===== src/ttsr_pkg.sv =====
// Constants, types and field layout for the touch tracker status registers.
// Assumes one 125 MHz clock and an AXI4-Lite master with 32-bit data.
`default_nettype none
package ttsr_pkg;
   // Register byte offsets
   localparam logic [15:0] TTSR_OFS_PRIMARY = 16'h7000;
   localparam logic [15:0] TTSR_OFS_SECOND = 16'h7004;
   localparam logic [15:0] TTSR_OFS_THIRD = 16'h7008;
   localparam logic [15:0] TTSR_OFS_FOURTH = 16'h700c;
   localparam logic [15:0] TTSR_OFS_FIFTH = 16'h7010;
   localparam logic [15:0] TTSR_OFS_MQ_READ = 16'h7014;
   localparam logic [15:0] TTSR_OFS_MQ_WRITE = 16'h7018;
   // Field positions
   localparam int TTSR_TAG_LSB = 0;
   localparam int TTSR_TAG_W = 8;
   localparam int TTSR_VAL_LSB = 16;
   localparam int TTSR_VAL_W = 16;
   // Reset values
   localparam logic [31:0] TTSR_RST_TRACK = 32'h0000_0000;
   localparam logic [31:0] TTSR_RST_MQ_READ = 32'h0000_0000;
   localparam logic [31:0] TTSR_RST_MQ_WRITE = 32'h0000_0000;
   // Number of touch points
   localparam int TTSR_POINTS = 5;
   // AXI responses
   localparam logic [1:0] TTSR_RESP_OKAY = 2'h0;
   localparam logic [1:0] TTSR_RESP_SLVERR = 2'h2;

   // Decoded register selector
   typedef enum logic [2:0] {
      TTSR_SEL_TRACK0 = 3'h0,
      TTSR_SEL_TRACK1 = 3'h1,
      TTSR_SEL_TRACK2 = 3'h2,
      TTSR_SEL_TRACK3 = 3'h3,
      TTSR_SEL_TRACK4 = 3'h4,
      TTSR_SEL_MQ_READ = 3'h5,
      TTSR_SEL_MQ_WRITE = 3'h6,
      TTSR_SEL_NONE = 3'h7
   } ttsr_sel_e;

   // One tracker update from the coprocessor
   typedef struct packed {
      logic valid;
      logic [TTSR_VAL_W-1:0] value;
      logic [TTSR_TAG_W-1:0] tag;
   } ttsr_track_upd_s;

   // Media queue read pointer load from the playback engine
   typedef struct packed {
      logic valid;
      logic [31:0] addr;
   } ttsr_ptr_load_s;
endpackage
`default_nettype wire


===== src/ttsr_media_ptr.sv =====
// Media queue read pointer with load and byte advance, stopping at the write pointer.
// Assumes load and step come from the playback engine on the same clock.
`default_nettype none
module ttsr_media_ptr (
   input wire logic aclk,
   input wire logic aresetn,
   input wire ttsr_pkg::ttsr_ptr_load_s load,
   input wire logic step,
   input wire logic [31:0] wr_ptr,
   output logic [31:0] rd_ptr,
   output logic empty
);
   import ttsr_pkg::*;

   logic [31:0] next_rd_ptr;

   // Load wins over a step; a step into an empty queue is dropped
   always_comb begin
      next_rd_ptr = rd_ptr;
      if (load.valid) begin
         next_rd_ptr = load.addr;
      end else if (step && (rd_ptr != wr_ptr)) begin
         next_rd_ptr = rd_ptr + 32'h0000_0001;
      end
   end

   // Pointer register
   always_ff @(posedge aclk) begin
      if (!aresetn) begin
         rd_ptr <= TTSR_RST_MQ_READ;
      end else begin
         rd_ptr <= next_rd_ptr;
      end
   end

   // Empty flag tracks the pointers as they will stand
   always_ff @(posedge aclk) begin
      if (!aresetn) begin
         empty <= 1'b1;
      end else begin
         empty <= (next_rd_ptr == wr_ptr);
      end
   end
endmodule
`default_nettype wire


===== src/ttsr_regs.sv =====
// Touch tracker and media queue status registers behind an AXI4-Lite slave.
// Assumes a single clock aclk and a synchronous active-low reset aresetn;
// tracker updates, the extended-mode level and the playback pointer inputs
// all come from logic on aclk, so none of them is synchronised here.
`default_nettype none
module ttsr_regs #(
   parameter int ADDR_W = 16
) (
   input wire logic aclk,
   input wire logic aresetn,
   // AXI4-Lite write address channel
   input wire logic [ADDR_W-1:0] s_axi_awaddr,
   input wire logic s_axi_awvalid,
   output logic s_axi_awready,
   // AXI4-Lite write data channel
   input wire logic [31:0] s_axi_wdata,
   input wire logic [3:0] s_axi_wstrb,
   input wire logic s_axi_wvalid,
   output logic s_axi_wready,
   // AXI4-Lite write response channel
   output logic [1:0] s_axi_bresp,
   output logic s_axi_bvalid,
   input wire logic s_axi_bready,
   // AXI4-Lite read address channel
   input wire logic [ADDR_W-1:0] s_axi_araddr,
   input wire logic s_axi_arvalid,
   output logic s_axi_arready,
   // AXI4-Lite read data channel
   output logic [31:0] s_axi_rdata,
   output logic [1:0] s_axi_rresp,
   output logic s_axi_rvalid,
   input wire logic s_axi_rready,
   // Capacitive touch engine mode and coprocessor tracker results
   input wire logic multi_touch_extended,
   input wire ttsr_pkg::ttsr_track_upd_s [ttsr_pkg::TTSR_POINTS-1:0] track_upd,
   // Media playback engine
   input wire ttsr_pkg::ttsr_ptr_load_s media_read_load,
   input wire logic media_read_step,
   output logic [31:0] media_queue_write_pointer,
   output logic media_queue_empty
);
   import ttsr_pkg::*;

   // Map a byte address onto a register selector
   function automatic ttsr_sel_e decode(input logic [ADDR_W-1:0] addr);
      logic [15:0] a;
      a = 16'h0000;
      a[ADDR_W-1:0] = addr;
      a[1:0] = 2'h0;
      unique case (a)
         TTSR_OFS_PRIMARY: decode = TTSR_SEL_TRACK0;
         TTSR_OFS_SECOND: decode = TTSR_SEL_TRACK1;
         TTSR_OFS_THIRD: decode = TTSR_SEL_TRACK2;
         TTSR_OFS_FOURTH: decode = TTSR_SEL_TRACK3;
         TTSR_OFS_FIFTH: decode = TTSR_SEL_TRACK4;
         TTSR_OFS_MQ_READ: decode = TTSR_SEL_MQ_READ;
         TTSR_OFS_MQ_WRITE: decode = TTSR_SEL_MQ_WRITE;
         default: decode = TTSR_SEL_NONE;
      endcase
   endfunction

   // Merge write data into an old word under the byte strobes
   function automatic logic [31:0] merge(
      input logic [31:0] old_word,
      input logic [31:0] new_word,
      input logic [3:0] strb
   );
      logic [31:0] m;
      m = old_word;
      for (int b = 0; b < 4; b++) begin
         if (strb[b]) begin
            m[8*b +: 8] = new_word[8*b +: 8];
         end
      end
      return m;
   endfunction

   logic [31:0] track_word [TTSR_POINTS];
   logic [31:0] media_rd_ptr;
   logic [31:0] next_media_queue_write_pointer;
   logic [ADDR_W-1:0] aw_addr;
   logic [31:0] w_data;
   logic [3:0] w_strb;
   logic wr_fire;
   ttsr_sel_e wr_sel;
   ttsr_sel_e rd_sel;
   logic [31:0] rd_word;
   logic rd_ok;

   // Tracker slots; the first point is always live, the rest need extended mode
   for (genvar i = 0; i < TTSR_POINTS; i++) begin : g_slot
      ttsr_track_slot u_slot (
         .aclk(aclk),
         .aresetn(aresetn),
         .enable((i == 0) ? 1'b1 : multi_touch_extended),
         .upd(track_upd[i]),
         .word(track_word[i])
      );
   end

   // Media queue read pointer, bounded by the write pointer as it will stand,
   // so the empty flag moves on the same edge as a host write
   ttsr_media_ptr u_media_ptr (
      .aclk(aclk),
      .aresetn(aresetn),
      .load(media_read_load),
      .step(media_read_step),
      .wr_ptr(next_media_queue_write_pointer),
      .rd_ptr(media_rd_ptr),
      .empty(media_queue_empty)
   );

   // Write address channel: take once, hold until the response is accepted
   always_ff @(posedge aclk) begin
      if (!aresetn) begin
         s_axi_awready <= 1'b1;
         aw_addr <= '0;
      end else if (s_axi_awready && s_axi_awvalid) begin
         s_axi_awready <= 1'b0;
         aw_addr <= s_axi_awaddr;
      end else if (s_axi_bvalid && s_axi_bready) begin
         s_axi_awready <= 1'b1;
      end
   end

   // Write data channel: independent of the address, same release point
   always_ff @(posedge aclk) begin
      if (!aresetn) begin
         s_axi_wready <= 1'b1;
         w_data <= 32'h0000_0000;
         w_strb <= 4'h0;
      end else if (s_axi_wready && s_axi_wvalid) begin
         s_axi_wready <= 1'b0;
         w_data <= s_axi_wdata;
         w_strb <= s_axi_wstrb;
      end else if (s_axi_bvalid && s_axi_bready) begin
         s_axi_wready <= 1'b1;
      end
   end

   // Both halves held and no response out yet: perform the write now
   assign wr_fire = !s_axi_awready && !s_axi_wready && !s_axi_bvalid;
   assign wr_sel = decode(aw_addr);

   // Write response; read-only registers accept and discard the data
   always_ff @(posedge aclk) begin
      if (!aresetn) begin
         s_axi_bvalid <= 1'b0;
         s_axi_bresp <= TTSR_RESP_OKAY;
      end else if (wr_fire) begin
         s_axi_bvalid <= 1'b1;
         s_axi_bresp <= (wr_sel == TTSR_SEL_NONE) ? TTSR_RESP_SLVERR : TTSR_RESP_OKAY;
      end else if (s_axi_bready) begin
         s_axi_bvalid <= 1'b0;
      end
   end

   // Host-owned media queue write pointer, the only writable word
   always_comb begin
      next_media_queue_write_pointer = media_queue_write_pointer;
      if (wr_fire && (wr_sel == TTSR_SEL_MQ_WRITE)) begin
         next_media_queue_write_pointer = merge(media_queue_write_pointer, w_data, w_strb);
      end
   end

   // Write pointer register
   always_ff @(posedge aclk) begin
      if (!aresetn) begin
         media_queue_write_pointer <= TTSR_RST_MQ_WRITE;
      end else begin
         media_queue_write_pointer <= next_media_queue_write_pointer;
      end
   end

   // Read selection; the write pointer is write-only and reads as zero
   assign rd_sel = decode(s_axi_araddr);
   always_comb begin
      rd_word = 32'h0000_0000;
      rd_ok = 1'b1;
      unique case (rd_sel)
         TTSR_SEL_TRACK0: rd_word = track_word[0];
         TTSR_SEL_TRACK1: rd_word = track_word[1];
         TTSR_SEL_TRACK2: rd_word = track_word[2];
         TTSR_SEL_TRACK3: rd_word = track_word[3];
         TTSR_SEL_TRACK4: rd_word = track_word[4];
         TTSR_SEL_MQ_READ: rd_word = media_rd_ptr;
         TTSR_SEL_MQ_WRITE: rd_word = 32'h0000_0000;
         TTSR_SEL_NONE: rd_ok = 1'b0;
      endcase
   end

   // Read address channel: one read in flight
   always_ff @(posedge aclk) begin
      if (!aresetn) begin
         s_axi_arready <= 1'b1;
      end else if (s_axi_arready && s_axi_arvalid) begin
         s_axi_arready <= 1'b0;
      end else if (s_axi_rvalid && s_axi_rready) begin
         s_axi_arready <= 1'b1;
      end
   end

   // Read data: captured at the address handshake, held until accepted
   always_ff @(posedge aclk) begin
      if (!aresetn) begin
         s_axi_rvalid <= 1'b0;
         s_axi_rdata <= 32'h0000_0000;
         s_axi_rresp <= TTSR_RESP_OKAY;
      end else if (s_axi_arready && s_axi_arvalid) begin
         s_axi_rvalid <= 1'b1;
         s_axi_rdata <= rd_word;
         s_axi_rresp <= rd_ok ? TTSR_RESP_OKAY : TTSR_RESP_SLVERR;
      end else if (s_axi_rready) begin
         s_axi_rvalid <= 1'b0;
      end
   end
endmodule
`default_nettype wire


===== src/ttsr_track_slot.sv =====
// One tracker register: tag in the low byte, tracking value in the top half.
// Assumes updates come from coprocessor logic on the same clock.
`default_nettype none
module ttsr_track_slot (
   input wire logic aclk,
   input wire logic aresetn,
   input wire logic enable,
   input wire ttsr_pkg::ttsr_track_upd_s upd,
   output logic [31:0] word
);
   import ttsr_pkg::*;

   // Hold the latest update; a disabled slot is held at zero
   always_ff @(posedge aclk) begin
      if (!aresetn) begin
         word <= TTSR_RST_TRACK;
      end else if (!enable) begin
         word <= TTSR_RST_TRACK;
      end else if (upd.valid) begin
         word <= TTSR_RST_TRACK;
         word[TTSR_TAG_LSB +: TTSR_TAG_W] <= upd.tag;
         word[TTSR_VAL_LSB +: TTSR_VAL_W] <= upd.value;
      end
   end
   // Bits 15 to 8 are never written and stay zero
endmodule
`default_nettype wire

===== config.mk =====
export PLATFORM = sky130hd
export DESIGN_NAME = ttsr_regs
export DESIGN_NICKNAME = d
export VERILOG_FILES = /design/src/ttsr_pkg.sv /design/src/ttsr_media_ptr.sv /design/src/ttsr_regs.sv /design/src/ttsr_track_slot.sv
export SDC_FILE = /design/constraint.sdc
export NUM_CORES = 1
export LEC_CHECK = 0
export BUFFER_PORTS_ARGS = -buffer_cell sky130_fd_sc_hd__buf_2
export CAP_MARGIN = 20
export CORE_MARGIN = 4
export CORE_UTILIZATION = 45
export DETAILED_ROUTE_END_ITERATION = 8
export PLACE_DENSITY = 0.66
export SLEW_MARGIN = 20
export SYNTH_ARGS = -nofsm -noshare
export SYNTH_HDL_FRONTEND = slang
export SYNTH_SLANG_ARGS = --single-unit

===== constraint.sdc =====
create_clock -name aclk -period 4.9 [get_ports aclk]
set_input_delay 0.49 -clock aclk [delete_from_list [all_inputs] [get_ports aclk]]
set_output_delay 0.49 -clock aclk [all_outputs]
set_load 0.02 [all_outputs]

==> impl_metrics.json <==
{
  "switching_power_w": 0.00143,
  "finalCriticalPeriod_ns": 4.53,
  "end_kind": "flop",
  "synth_warnings": 0,
  "fmax_mhz": 221,
  "overflow": 0,
  "crit_fanout": 7,
  "nets": 2123,
  "async_reset_ff_share_pct": 0,
  "timing.hold.ws_ns": 0.160,
  "grt_pass1_vias": 12800,
  "dr.pass1.iters": 5,
  "portBuffers": 302,
  "place.gp.congestion": 0.987,
  "p_seq_share_pct": 44.8,
  "ff2ff_setup_slack_ns": 0.37,
  "maxCapViolations": 0,
  "min_period_over_period_pct": 92.4,
  "power.share.combinational_pct": 13.1,
  "max-slew-margin-rel_pct": 31.6,
  "htree_levels": 1,
  "power_density_mw_per_mm2": 323,
  "routed_wirelength_mm": 49.9,
  "vias_per_cell": 5.66,
  "layout_commonest_cell": "buf_2",
  "cp-endpoint": "u_media_ptr.empty",
  "core-area_mm2": 0.0300,
  "place_inst": 2244,
  "hp-class": "primary input to flop",
  "antenna_found_initial": 14,
  "synth.top_cell.area_share_pct": 39.8,
  "synthCells": 1631,
  "cp_slowest_cell": "or4b_1",
  "critical_path_required_ns": 5.38,
  "report.final.slew_viol_count": 0,
  "row_count": 63,
  "synth_adder_area_share_pct": 0.0907,
  "tightest_slew_ns": 1.03,
  "finalSetupTns_ns": 0,
  "rsz0062_at_grt": "no",
  "cts_hold_buf": 0,
  "final.setup_skew_ns": 0.0155,
  "synth-xor-area-share_pct": 6.86,
  "hold_viol": 0,
  "setup_viol": 0,
  "path_class": "flop to flop",
  "design_area_mm2": 0.0167,
  "top_level_ports": 309,
  "dpl_cell_area_mm2": 0.0157,
  "seq_area_frac_synth_pct": 39.8,
  "p_sw_share_pct": 26.5,
  "avgRoutedWirePerCell_um": 21.6,
  "reg2reg_depth": 12,
  "cts.sinks": 274,
  "p_clk_share_pct": 42.1,
  "r2r_end": "u_media_ptr.empty",
  "cts_root_buf": "clkbuf_16",
  "first_iter_violations": 822,
  "cts_resized": 0,
  "synthMuxAreaShare_pct": 14.5,
  "die_y_um": 183,
  "synth_top_family_by_area": "simple AND/OR/NAND/NOR gates",
  "crit_start": "aw_addr[9]",
  "arrival_ns": 5.00,
  "clock_latency_ns": 0.57,
  "reg2reg_from": "aw_addr[9]",
  "area_growth_pct": 21.4,
  "finalNonFillerCells": 2305,
  "avgSynthCellArea_um2": 8.46,
  "synth_area_leaders": "dfxtp_1, mux2i_1, nor2_1, nand2_1, xnor2_1",
  "grt_pass1_wl_mm": 75.4,
  "final_cell_mix": "buf_2, dfxtp_1, nor2_1",
  "cts_setup_buffers": 0,
  "pre_cts_ws_ns": 0.491,
  "p_leak_nw": 7.16,
  "start_kind": "flop",
  "synthSimpleGateAreaFrac_pct": 18.0,
  "fp.dieArea_mm2": 0.0335,
  "cts_buffer_depth": 3,
  "ys_ff_latch": 274,
  "drc_errors": 0,
  "vias": 13100,
  "post-synth-top-area-cell": "dfxtp_1",
  "numCtsBuffers": 30,
  "drtAntennaViolNets": 0,
  "crit_path_cell_trace": "or4b_1 > and2b_1 > and4_1 > mux2i_1 > xor2_1 > nand4_2 > o21ai_1 > mux2i_1 > xor2_1 > a2111oi_4 > nand4_1 > o31ai_1",
  "ys_types": 73,
  "cts_tree": "built",
  "drive_above_1_share_pct": 22.5,
  "syn-cell-area_mm2": 0.0138,
  "cpPeakStageDelay_ns": 0.53,
  "setup_slack_ns": 0.374,
  "ir_worst_vdd_v": 0.000247,
  "grt_max_degree": 97,
  "synthFlopType": "dfxtp_1",
  "status": "finished, final reports clean",
  "dp_hpwl_mm": 38.3,
  "grt_usage_pct": 28.5,
  "synth_edf_count": 0,
  "synth_compound_area_share_pct": 16.1,
  "cts.clk_slew.worst_paths_ns": 0.06,
  "intPower_w": 0.00398,
  "start_util_pct": 46.1,
  "die_width_um": 183
}
## how the worst min path moves through the flow
stage	startpoint	endpoint	slack [ns]	cells past startpoint
after floorplan	aw_addr[13]	aw_addr[13]	0.43	2
after global placement	aw_addr[12]	aw_addr[12]	0.44	2
after detailed placement	s_axi_rdata[8]	s_axi_rdata[8]	0.44	2
after CTS	track_upd[101]	g_slot[4].u_slot.word[1]	0.14	3
after global routing	track_upd[66]	g_slot[2].u_slot.word[24]	0.15	3
final	track_upd[101]	g_slot[4].u_slot.word[1]	0.16	3
## state kept, by name, summed over array words and instances (netlist names), 4 cells and up
register                   cells
s_axi_rdata                   32
w_strb                         4
u_media_ptr.rd_ptr            32
w_data                        32
g_slot.u_slot.word           120
aw_addr                       14
media_queue_write_pointer     32
## worst max-delay path: cells and delay by family, from the launching register on
| kind | cells | cell delay [ns] |
|---|---|---|
| flops | 1 | 0.31 |
| mux | 2 | 0.85 |
| xor+xnor | 2 | 0.58 |
| simple gates | 5 | 1.72 |
| compound gates | 3 | 0.95 |
## area by class of cell
| type | instances | area, um2 |
|---|---|---|
| clock buffer | 42 | 846 |
| timing repair buffer | 361 | 1980 |
| antenna | 7 | 17.5 |
| tap | 390 | 488 |
| clock inverter | 11 | 141 |
| fill | 2868 | 13200 |
| multi-input combinational | 1199 | 7700 |
| sequential | 274 | 5490 |
| inverter | 21 | 81.3 |
## power groups by stage
stage	Clock (W)	Combinational (W)	Sequential [W]
6_report	0.00228	0.000710	0.00242
5_1_grt	0.00240	0.000776	0.00244
4_1_cts	0.00231	0.000705	0.00242
3_5_place_dp	0	0.000701	0.00247
3_3_place_gp	0	0.000695	0.00247
2_1_floorplan	0	0.000437	0.00244
## kinds of logic after synthesis
group / after synthesis
buffers and inverters: 159
xor gates and xnor gates: 108
adders and majority gates: 1
AOI/OAI and AO/OA: 337
other: 1
DFF: 274
and+or+nand+nor: 552
muxes: 199
## per-layer routing
| layer | vias to the layer above | share of wire (%) | track usage [%] |
|---|---|---|---|
| li1 | 6259 | - | - |
| met1 | 6114 | 42 | 37.2 |
| met2 | 541 | 45 | 45.2 |
| met3 | 122 | 8.9 | 7.44 |
| met4 | 14 | 4.5 | 11.5 |
| met5 | - | 0.15 | 0 |
## synthesized netlist by cell type, types with 4 or more instances
master / instances
a2bb2oi_1: 6
nor4b_1: 5
nor3b_1: 4
dfxtp_1: 274
xnor2_1: 65
and3_1: 6
nand2_1: 186
a221oi_1: 28
or4_1: 6
nand2b_1: 9
nor3_1: 17
and2_1: 11
nor4_1: 9
a211oi_1: 23
inv_1: 19
o22ai_1: 5
and4_1: 7
nor2_1: 213
nor2b_1: 10
clkbuf_1: 110
buf_1: 13
o211a_1: 4
xor2_1: 43
nand3b_1: 6
o211ai_1: 8
o21ai_0: 67
nand4_1: 19
a2111oi_0: 6
a22oi_1: 28
nand3_1: 28
mux2i_1: 196
o2111ai_1: 7
buf_2: 9
a211o_1: 6
a21oi_1: 110
a31oi_1: 9
## per-stage QoR
stage	utilization, %	total power, W
2_1_floorplan	-	0.00288
3_3_place_gp	52.4	0.00316
3_5_place_dp	52.4	0.00317
4_1_cts	55.7	0.00543
5_1_grt	55.9	0.00562
6_report	55.9	0.00541
(Power assumes the default switching activity.)
